<file path="config.mk">
export PLATFORM = sky130hd
export DESIGN_NAME = flash_host
export DESIGN_NICKNAME = d
export VERILOG_FILES = /design/src/verilog/flash_host.v
export VERILOG_INCLUDE_DIRS = /design/src /design/src/verilog
export SDC_FILE = /design/constraint.sdc
export NUM_CORES = 1
export LEC_CHECK = 0
export ABC_AREA = 1
export BUFFER_PORTS_ARGS = -buffer_cell sky130_fd_sc_hd__buf_2
export CAP_MARGIN = 10
export CORE_ASPECT_RATIO = 0.75
export CORE_MARGIN = 2
export CORE_UTILIZATION = 53
export DETAILED_ROUTE_END_ITERATION = 7
export GPL_TIMING_DRIVEN = 0
export HOLD_SLACK_MARGIN = 0.08
export MAX_ROUTING_LAYER = met4
export PLACE_DENSITY = 0.84
export SYNTH_ARGS = -nofsm -noshare
export SYNTH_HDL_FRONTEND = slang
export SYNTH_SLANG_ARGS = --single-unit
</file>
<file path="constraint.sdc">
create_clock -name mclk_i -period 1.74 [get_ports mclk_i]
set_clock_uncertainty 0.15 [all_clocks]
set_input_delay 0.348 -clock mclk_i [delete_from_list [all_inputs] [get_ports mclk_i]]
set_output_delay 0.348 -clock mclk_i [all_outputs]
set_load 0.02 [all_outputs]
</file>
<file path="src/verilog/flash_host_regs.vh">
// constants for the parallel flash host controller
`ifndef FLASH_HOST_REGS_VH
`define FLASH_HOST_REGS_VH
`define FH_ADDR_UNLOCK1   16'h5555
`define FH_ADDR_UNLOCK2   16'h2AAA
`define FH_ADDR_ID_MAKER  16'h0000
`define FH_ADDR_ID_DEVICE 16'h0001
`define FH_DATA_UNLOCK1   8'hAA
`define FH_DATA_UNLOCK2   8'h55
`define FH_CMD_PROGRAM    8'hA0
`define FH_CMD_ERASE      8'h80
`define FH_CMD_SECTOR     8'h30
`define FH_CMD_CHIP       8'h10
`define FH_CMD_ID_ENTRY   8'h90
`define FH_CMD_ID_EXIT    8'hF0
`define FH_OP_READ        3'h0
`define FH_OP_PROGRAM     3'h1
`define FH_OP_SECTOR      3'h2
`define FH_OP_CHIP        3'h3
`define FH_OP_ID_ENTRY    3'h4
`define FH_OP_ID_EXIT     3'h5
`define FH_OP_ID_EXIT3    3'h6
`define FH_TOGGLE_BIT     6
`define FH_POLL_BIT       7
`define FH_SECTOR_LSB     12
`define FH_STROBE_NS      60
`define FH_STROBE_CYC     ((`FH_STROBE_NS + 19) / 20)
`define FH_SETUP_NS       20
`define FH_SETUP_CYC      ((`FH_SETUP_NS + 19) / 20)
`define FH_READ_NS        100
`define FH_READ_CYC       ((`FH_READ_NS + 19) / 20)
`define FH_POLL_LIMIT     32'd2_000_000
`endif
</file>
<file path="src/verilog/flash_host.v">
// host-side command sequencer driving a byte-wide parallel flash
// Functional notes
// - poll only after fourth/sixth write strobe
// - program: three unlock writes then target
// - erase: six writes, 30h sector, 10h chip
// - id entry: unlock writes ending 90h
// - id exit: single f0h or three-write
`timescale 1ns/10ps
`include "flash_host_regs.vh"
module flash_host
(
  // clock, reset, enable
  input  wire        mclk_i,
  input  wire        rstn_i,
  input  wire        clk_en_i,
  // user command port
  input  wire        req_i,
  input  wire [2:0]  op_i,
  input  wire [15:0] addr_i,
  input  wire [7:0]  wdata_i,
  output reg         busy_o,
  output reg         done_o,
  output reg         timeout_o,
  output reg  [7:0]  rdata_o,
  // flash pins
  output reg  [15:0] addr_o,
  output reg         ce_n_o,
  output reg         oe_n_o,
  output reg         we_n_o,
  output reg  [7:0]  data_pins_o,
  output reg         data_pins_oe_n_o,
  input  wire [7:0]  data_pins_i
);

  localparam [3:0] ST_IDLE   = 4'd0;
  localparam [3:0] ST_WSETUP = 4'd1;
  localparam [3:0] ST_WLOW   = 4'd2;
  localparam [3:0] ST_WHOLD  = 4'd3;
  localparam [3:0] ST_RSETUP = 4'd4;
  localparam [3:0] ST_RWAIT  = 4'd5;
  localparam [3:0] ST_POLL2  = 4'd6;
  localparam [3:0] ST_DONE   = 4'd7;

  reg [3:0]  state_q;
  reg [2:0]  op_q;
  reg [2:0]  step_q;
  reg [2:0]  nsteps_q;
  reg [15:0] uaddr_q;
  reg [7:0]  udata_q;
  reg [7:0]  cnt_q;
  reg [7:0]  prev_q;
  reg        polling_q;
  reg [31:0] polls_q;

  // number of bus writes for each operation
  function [2:0] op_len;
    input [2:0] op;
    begin
      case (op)
        `FH_OP_PROGRAM:  op_len = 3'd4;
        `FH_OP_SECTOR:   op_len = 3'd6;
        `FH_OP_CHIP:     op_len = 3'd6;
        `FH_OP_ID_ENTRY: op_len = 3'd3;
        `FH_OP_ID_EXIT:  op_len = 3'd1;
        `FH_OP_ID_EXIT3: op_len = 3'd3;
        default:         op_len = 3'd0;
      endcase
    end
  endfunction

  // address of write number step; unlock steps use low fifteen bits
  function [15:0] step_addr;
    input [2:0]  op;
    input [2:0]  step;
    input [15:0] ua;
    begin
      case (step)
        3'd1:    step_addr = `FH_ADDR_UNLOCK2;
        3'd3:    step_addr = (op == `FH_OP_PROGRAM) ? ua :
                             `FH_ADDR_UNLOCK1;
        3'd4:    step_addr = `FH_ADDR_UNLOCK2;
        3'd5:    step_addr = (op == `FH_OP_SECTOR) ?
                             {ua[15:`FH_SECTOR_LSB], 12'h000} :
                             `FH_ADDR_UNLOCK1;
        default: step_addr = (op == `FH_OP_ID_EXIT) ? ua :
                             `FH_ADDR_UNLOCK1;
      endcase
    end
  endfunction

  function [7:0] step_data;
    input [2:0] op;
    input [2:0] step;
    input [7:0] ud;
    begin
      case (step)
        3'd0:    step_data = (op == `FH_OP_ID_EXIT) ? `FH_CMD_ID_EXIT :
                             `FH_DATA_UNLOCK1;
        3'd1:    step_data = `FH_DATA_UNLOCK2;
        3'd2:
          case (op)
            `FH_OP_PROGRAM:  step_data = `FH_CMD_PROGRAM;
            `FH_OP_ID_ENTRY: step_data = `FH_CMD_ID_ENTRY;
            `FH_OP_ID_EXIT3: step_data = `FH_CMD_ID_EXIT;
            default:         step_data = `FH_CMD_ERASE;
          endcase
        3'd3:    step_data = (op == `FH_OP_PROGRAM) ? ud :
                             `FH_DATA_UNLOCK1;
        3'd4:    step_data = `FH_DATA_UNLOCK2;
        default: step_data = (op == `FH_OP_SECTOR) ? `FH_CMD_SECTOR :
                             `FH_CMD_CHIP;
      endcase
    end
  endfunction

  wire busy_op = (op_q == `FH_OP_PROGRAM) || (op_q == `FH_OP_SECTOR) ||
                 (op_q == `FH_OP_CHIP);

  always @(posedge mclk_i or negedge rstn_i)
  begin
    if (!rstn_i)
    begin
      state_q          <= ST_IDLE;
      op_q             <= 3'h0;
      step_q           <= 3'h0;
      nsteps_q         <= 3'h0;
      uaddr_q          <= 16'h0000;
      udata_q          <= 8'h00;
      cnt_q            <= 8'h00;
      prev_q           <= 8'h00;
      polling_q        <= 1'b0;
      polls_q          <= 32'h0000_0000;
      busy_o           <= 1'b0;
      done_o           <= 1'b0;
      timeout_o        <= 1'b0;
      rdata_o          <= 8'h00;
      addr_o           <= 16'h0000;
      ce_n_o           <= 1'b1;   // standby
      oe_n_o           <= 1'b1;
      we_n_o           <= 1'b1;
      data_pins_o      <= 8'h00;
      data_pins_oe_n_o <= 1'b1;
    end
    else if (clk_en_i)
    begin
      done_o <= 1'b0;
      case (state_q)
        ST_IDLE:
        begin
          ce_n_o <= 1'b1;
          oe_n_o <= 1'b1;
          we_n_o <= 1'b1;
          data_pins_oe_n_o <= 1'b1;
          if (req_i)
          begin
            op_q      <= op_i;
            uaddr_q   <= addr_i;
            udata_q   <= wdata_i;
            nsteps_q  <= op_len(op_i);
            step_q    <= 3'h0;
            polling_q <= 1'b0;
            polls_q   <= 32'h0000_0000;
            timeout_o <= 1'b0;
            busy_o    <= 1'b1;
            cnt_q     <= 8'h00;
            // unknown op codes finish at once instead of spinning writes
            state_q   <= (op_i == `FH_OP_READ) ? ST_RSETUP :
                         (op_len(op_i) == 3'd0) ? ST_DONE : ST_WSETUP;
          end
        end
        ST_WSETUP:
        begin
          // oe held high first so the write is never inhibited
          oe_n_o           <= 1'b1;
          addr_o           <= step_addr(op_q, step_q, uaddr_q);
          data_pins_o      <= step_data(op_q, step_q, udata_q);
          data_pins_oe_n_o <= 1'b0;
          ce_n_o           <= 1'b0;
          cnt_q   <= 8'h00;
          state_q <= ST_WLOW;
        end
        ST_WLOW:
        begin
          // address stable before the strobe falls, data before it rises
          we_n_o <= 1'b0;
          cnt_q  <= cnt_q + 8'h01;
          // strobe low well beyond the glitch filter width
          if (cnt_q == `FH_STROBE_CYC)
          begin
            we_n_o  <= 1'b1;
            cnt_q   <= 8'h00;
            state_q <= ST_WHOLD;
          end
        end
        ST_WHOLD:
        begin
          ce_n_o <= 1'b1;
          cnt_q  <= cnt_q + 8'h01;
          if (cnt_q == `FH_SETUP_CYC)
          begin
            data_pins_oe_n_o <= 1'b1;
            cnt_q <= 8'h00;
            if (step_q + 3'h1 == nsteps_q)
            begin
              // status only after the final strobe of the sequence
              polling_q <= busy_op;
              state_q   <= busy_op ? ST_RSETUP : ST_DONE;
            end
            else
            begin
              step_q  <= step_q + 3'h1;
              state_q <= ST_WSETUP;
            end
          end
        end
        ST_RSETUP:
        begin
          we_n_o           <= 1'b1;
          data_pins_oe_n_o <= 1'b1;
          addr_o  <= uaddr_q;
          ce_n_o  <= 1'b0;
          oe_n_o  <= 1'b0;
          cnt_q   <= 8'h00;
          state_q <= ST_RWAIT;
        end
        ST_RWAIT:
        begin
          cnt_q <= cnt_q + 8'h01;
          if (cnt_q == `FH_READ_CYC)
          begin
            ce_n_o  <= 1'b1;
            oe_n_o  <= 1'b1;
            rdata_o <= data_pins_i;
            // keep the earlier read so two successive reads can be compared
            prev_q  <= rdata_o;
            state_q <= polling_q ? ST_POLL2 : ST_DONE;
          end
        end
        ST_POLL2:
        begin
          // finished when two reads in a row agree on the toggle bit
          polls_q <= polls_q + 32'h0000_0001;
          if (polls_q != 32'h0000_0000 &&
              rdata_o[`FH_TOGGLE_BIT] == prev_q[`FH_TOGGLE_BIT])
            state_q <= ST_DONE;
          else if (polls_q == `FH_POLL_LIMIT)
          begin
            timeout_o <= 1'b1;
            state_q   <= ST_DONE;
          end
          else
            state_q <= ST_RSETUP;
        end
        ST_DONE:
        begin
          busy_o  <= 1'b0;
          done_o  <= 1'b1;
          state_q <= ST_IDLE;
        end
        default:
          state_q <= ST_IDLE;
      endcase
    end
  end

endmodule // flash_host

</file>
==> out/results.tsv, run 1 <==
metric	value	unit
outcome	complete, but fails checks	
violations	setup timing	
portBuffers	76	
hold_violations	0	
cp-end-kind	flip-flop	
cts_tree	yes	
seqPwrFrac	30.6	%
worstSkewPairLatency	420	ps
ant_nets	0	
yosysWarnings	0	
rsz0062_at_grt	yes	
cts_buffers	17	
wl_per_cell	21.6	µm
root_buffer	clkbuf_16	
period_share	131	%
crit_buf_inv	0	
finalWorstSetupSlack	-547	ps
ys_types	48	
synth_seq_cells	117	
tightest_slew	534	ps
setup_viol_count_final	87	
fin_crit	2290	ps
rows	34	
grt_max_degree	95	
fp.dieW	129	µm
drt_iter0_drc	1019	
slew_headroom	64.1	%
reg2reg_depth	8	
drv_slew	0	
clk_path_buf_depth	2	
crit_chain	ha_4 > ha_4 > xor2_2 > nand3_2 > nand2_2 > nand2_1 > nand3_1 > o21ai_0	
clk_pin_slew	60	ps
regArea	0.00295	mm²
finalPower	15.4	mW
synthesis.nets	852	
vias	7274	
switching_power	6.86	mW
die_h	97.6	µm
clock_sinks	117	
cts_max_level	4	
grt_pass1_vias	6068	
final_nets	1050	
max_cap_violations	0	
cpMostUsedCell	ha_4	
drive_gt1_share	37.0	%
dp_slack	-388	ps
ys_seq_area_share	47.3	%
cp.depth	8	
nFillCells	595	
combPwrFrac	46.4	%
coreArea	0.0115	mm²
power_density	1690	mW/mm²
p_leak	4.43	nW
grt_use_total	31.3	%
fmax	437	MHz
grt_pass1_wl	29900	µm
path_delay_family	flip-flops	
cp_slowest_stage_delay	500	ps
clkPwrFrac	22.9	%
sw_frac_of_total	44.4	%
cell_internal_pwr	8.59	mW
dp_hpwl	11000	µm
gp_congestion	0.966	
hold_path_class	in -> reg	
synth_cells	804	
die-area	0.0126	mm²
multi_input_area	0.00354	mm²
syn_to_final_growth	47.5	%
crit_slowest_cell	dfrtp_2	
vdd_ir_drop_max	1.02	mV
startpoint_type	flip-flop	
worstPathRequired	1840	ps
critPathKind	reg -> reg	
arrival	2390	ps
drc	0	
critPathMaxFanout	6	
antenna_found_initial	1	
avgSynthCellArea	7.71	µm²
drt_wl_total	25100	µm
first_pass_iters	7	
grt_overflow	0	
viasPerCell	6.27	
syn-cell-area	0.00620	mm²
start_util	53.9	%
io_pins	78	
hold_depth	4	
state kept, by name (all words and copies together), names as in the netlist:
name and cells:
polls_q 32, addr_o 16, uaddr_q 16, cnt_q 8, data_pins_o 8, rdata_o 8, udata_q 8, nsteps_q 3
op_q 3, state_q 3, step_q 3, busy_o 1, ce_n_o 1, data_pins_oe_n_o 1, done_o 1, oe_n_o 1
polling_q 1, prev_q 1, timeout_o 1, we_n_o 1
final cells by class:
type	instances	area share [%]
antenna	1	0.0274
buffer	15	1.48
clock buffer	17	4.66
clock inverter	15	1.71
inverter	81	3.57
multi-input combinational	591	38.7
sequential	117	32.3
tap	144	1.97
timing repair buffer	179	15.6
path summary, 6_finish.rpt:
| path | startpoint | to | slack, ps |
|---|---|---|---|
| max in group asynchronous | rstn_i | polls_q[6]$_DFFE_PN0P_ | 470 |
| worst min-delay path | op_i[0] | nsteps_q[1]$_DFFE_PN0P_ | 170 |
| worst min register to register | data_pins_o[3]$_DFFE_PN0P_ | data_pins_o[3]$_DFFE_PN0P_ | 330 |
| worst max-delay path | step_q[0]$_DFFE_PN0P_ | step_q[0]$_DFFE_PN0P_ | -550 |
| min in group asynchronous | rstn_i | polls_q[11]$_DFFE_PN0P_ | 200 |
| worst max register to register | step_q[0]$_DFFE_PN0P_ | step_q[0]$_DFFE_PN0P_ | -550 |
worst min-delay path, delay by kind of cell:
family,cells,cell delay (ps)
buffers and inverters,2,190
AOI/OAI and AO/OA,1,90
and+or+nand+nor,1,60
layout by cell type, fill, tap and decap left out, types with 9 or more instances in the layout:
master | Yosys | layout
o21ai_0 | 34 | 22
nor2_4 | 7 | 23
nand2_1 | 250 | 226
nor2_1 | 109 | 81
a21oi_2 | 1 | 9
a21oi_1 | 29 | 20
nor2_2 | 6 | 18
buf_2 | 8 | 77
nor3_1 | 33 | 20
o21ai_1 | 19 | 16
dfrtp_2 | 0 | 12
buf_6 | 1 | 27
inv_2 | 9 | 15
clkbuf_16 | 0 | 19
inv_1 | 69 | 60
nand2_2 | 5 | 22
dlygate4sd3_1 | 0 | 33
o21ai_2 | 1 | 12
nand3_1 | 32 | 23
dfrtp_1 | 113 | 101
buf_4 | 1 | 43
repair_timing:
action                     4_1_cts  5_1_grt
gates cloned                     1        2
setup buffers                   31       36
hold buffers                    33        0
gates resized for setup         77      162
pin swaps                       17       56
hold endpoints to repair       145        0
setup endpoints to repair      105      105
power by group through the flow:
stage / Clock [mW] / Combinational [mW] / Sequential [mW]
finish: 3.54 / 7.17 / 4.73
global route: 3.63 / 7.48 / 4.77
CTS: 3.44 / 5.11 / 4.46
detailed placement: 0 / 4.31 / 4.47
global placement: 0 / 4.17 / 4.44
floorplan: 0 / 2.70 / 4.79
metrics by stage:
stage	utilization [%]	hold WS, ps	instances	instance area [µm²]	setup TNS [ps]
2_1_floorplan	-	-97.6	804	6210	0
3_3_place_gp	59.0	305	1024	6770	-163750
3_5_place_dp	59.3	69.1	1025	6810	-21370
4_1_cts	71.8	98.0	1122	8240	-540
5_1_grt	79.5	177	1160	9140	-17290
6_report	79.5	166	1160	9140	-14830
routing by layer:
metal / vias to the layer above / part of all wire [%] / global-route usage [%]
met5: - / 0 / -
met4: 0 / 8.9 / 8.61
met3: 233 / 12 / 5.95
met2: 751 / 44 / 49.0
met1: 3308 / 35 / 41.9
li1: 2982 / - / -
logic make-up after synthesis:
group           count (synthesis)  share of synthesized area, %
buf+inv                        96                          6.20
flops                         117                          47.3
compound gates                102                          9.37
simple gates                  460                          32.1
xor+xnor                       12                          1.70
fa+ha+maj                       9                          1.82
mux                             8                          1.43
cell usage after synthesis (all sizes together):
cell type | n | area (µm²)
o21a | 1 | 7.51
o22ai | 4 | 25.0
mux2i | 1 | 10.0
dfrtp | 113 | 2830
nand3 | 33 | 178
o21ai | 54 | 274
o31ai | 1 | 7.51
and3 | 1 | 6.26
nor3 | 34 | 175
clkbuf | 5 | 18.8
a21o | 3 | 22.5
nor2 | 123 | 546
nand4 | 9 | 62.6
ha | 9 | 113
mux2 | 7 | 78.8
xor2 | 9 | 78.8
o21bai | 2 | 15.0
nor4 | 1 | 6.26
a21oi | 30 | 154
a41oi | 1 | 27.5
inv | 79 | 299
nand2 | 258 | 1010
dfstp | 4 | 105
a211oi | 1 | 7.51
a21boi | 1 | 7.51
a31oi | 3 | 25.0
or2 | 1 | 6.26
buf | 10 | 58.8
o211ai | 1 | 7.51
clkinv | 2 | 7.51
xnor2 | 3 | 26.3
Power figures use the tool's default switching activity.
==> inputs of run 2 (changes only) <==
CELL_PAD_IN_SITES_DETAIL_PLACEMENT = 1   (was not set)
CELL_PAD_IN_SITES_GLOBAL_PLACEMENT = 1   (was not set)
CORE_UTILIZATION = 39   (was 53)
==> out/results.tsv, run 2 (synthesis gave the netlist of run 1 again) <==
metric	value	unit
antenna_found_initial	2	
reg2reg_depth	8	
max_cap_violations	0	
crit_chain	ha_4 > ha_4 > xor2_4 > nand3_2 > nand2_2 > nand2_1 > nand3_1 > o21ai_0	
power_density	1820	mW/mm²
syn_to_final_growth	67.5	%
grt_overflow	0	
grt_max_degree	86	
clk_path_buf_depth	2	
period_share	144	%
violations	setup timing	
grt_pass1_wl	40500	µm
drc	0	
hold_violations	0	
cts_max_level	4	
worstSkewPairLatency	460	ps
io_pins	78	
switching_power	9.18	mW
clk_pin_slew	80	ps
drt_wl_total	45400	µm
gp_congestion	0.892	
p_leak	4.91	nW
clkPwrFrac	23.0	%
cts_tree	yes	
cp-endpoint	step_q[2]$_DFFE_PN0P_	
finalWorstSetupSlack	-770	ps
ant_nets	0	
vias	8768	
reg2reg_to	step_q[2]$_DFFE_PN0P_	
fin_util	67.5	%
critPathMaxFanout	4	
cp_slowest_stage_delay	490	ps
rsz0062_at_grt	yes	
root_buffer	clkbuf_16	
final_nets	1085	
drv_slew	0	
die-area	0.0169	mm²
first_pass_iters	6	
arrival	2720	ps
final_common_cell	nand2_1	
largest_reg_flops	32	
drt_iter0_drc	1473	
finalHoldWorstSlack	183	ps
start_util	40.3	%
regToRegSetupSlack	-770	ps
fmax	398	MHz
slew_headroom	51.9	%
vdd_ir_drop_max	1.25	mV
dp_slack	-510	ps
mostFrequentLayoutCells	nand2_1, dfrtp_1, nor2_1	
largest_register	polls_q	
dp_hpwl	13400	µm
clock_sinks	117	
cp-end-kind	flip-flop	
crit_slowest_cell	dfrtp_2	
viasPerCell	6.96	
startpoint_type	flip-flop	
wl_per_cell	36.0	µm
grt_use_total	32.7	%
rows	39	
setup_viol_count_final	114	
r2r-start	step_q[1]$_DFFE_PN0P_	
cts_buffers	17	
sw_frac_of_total	48.5	%
tightest_slew	714	ps
hold_path_class	in -> reg	
stdcell_count	1260	
portBuffers	76	
outcome	complete, but fails checks	
critPathKind	reg -> reg	
fin_crit	2510	ps
fp.dieW	150	µm
worstPathRequired	1950	ps
drive_gt1_share	48.2	%
cpMostUsedCell	ha_4	
seqPwrFrac	26.9	%
grt_pass1_vias	7392	
coreArea	0.0154	mm²
die_h	113	µm
reg.largest.list	polls_q x32, addr_o x16, uaddr_q x16	
cell_internal_pwr	9.74	mW
startpoint	step_q[1]$_DFFE_PN0P_	
dp.cells	1086	
combPwrFrac	50.1	%
[run 2: cell count changes in the layout (fill, tap and decap cells not counted), moves of 7 or more]
cell and change:
a21oi_1 -7, a21oi_2 +7, buf_12 +8, buf_4 +17
nand2_1 -71, nand2_2 +41, nand2_4 +29, nor2_4 +7
o21ai_0 -9, o21ai_2 +8
[run 2: cell type report]
class / instances / area, µm²
well taps: 205 / 256
fillers: 1690 / 4990
multi-input cells: 592 / 4080
repair buffers: 213 / 1850
inverters: 81 / 339
clock buffers: 23 / 468
plain buffers: 15 / 230
diodes: 5 / 12.5
flip-flops and latches: 117 / 2950
clock inverters: 9 / 198
[run 2: per-layer routing]
layer	global-route usage, %	vias to the layer above	routed length (µm)
met3	7.22	493	6130
met4	15.4	0	5100
met5	-	-	0
li1	-	3063	-
met1	38.1	4135	15000
met2	53.8	1077	19200
[run 2: how the worst min path moves through the flow]
stage,start,endpoint,slack [ps],cells past startpoint
2_1_floorplan,rstn_i,addr_o[0]$_DFFE_PN0P_,-100,0
3_3_place_gp,addr_o[4]$_DFFE_PN0P_,addr_o[4]$_DFFE_PN0P_,310,2
3_5_place_dp,rstn_i,polls_q[14]$_DFFE_PN0P_,110,1
4_1_cts,op_i[1],nsteps_q[0]$_DFFE_PN0P_,150,4
5_1_grt,op_i[1],nsteps_q[0]$_DFFE_PN0P_,200,4
6_report,op_i[1],nsteps_q[0]$_DFFE_PN0P_,180,4
[run 2: metrics by stage]
step | power (mW) | setup TNS [ps] | instance area (µm²)
6_report | 18.9 | -39670 | 10400
5_1_grt | 19.1 | -40370 | 10400
4_1_cts | 14.0 | -1150 | 8600
3_5_place_dp | 9.00 | -32500 | 6880
3_3_place_gp | 8.77 | -181570 | 6850
2_1_floorplan | 7.49 | 0 | 6210
[run 2: power groups by stage]
stage	registers, mW	clock network, mW	logic [mW]
after CTS	4.49	4.09	5.44
after global placement	4.48	0	4.29
final	5.09	4.35	9.47
after floorplan	4.79	0	2.70
after detailed placement	4.51	0	4.48
after global routing	5.06	4.39	9.64
[run 2: worst max-delay path: cells and delay by family, from the launching register on]
kind	cells	cell delay, ps
xor+xnor	1	200
flops	1	490
fa+ha+maj	2	490
simple gates	4	720
compound gates	1	340
[run 2: repair_timing]
action	in CTS	in global routing
buffers inserted	38	55
hold buffers	35	0
endpoints found under the hold margin	69	0
pin swaps	20	70
gates resized for setup	114	327
cloned	2	9
endpoints found under the setup margin	111	113
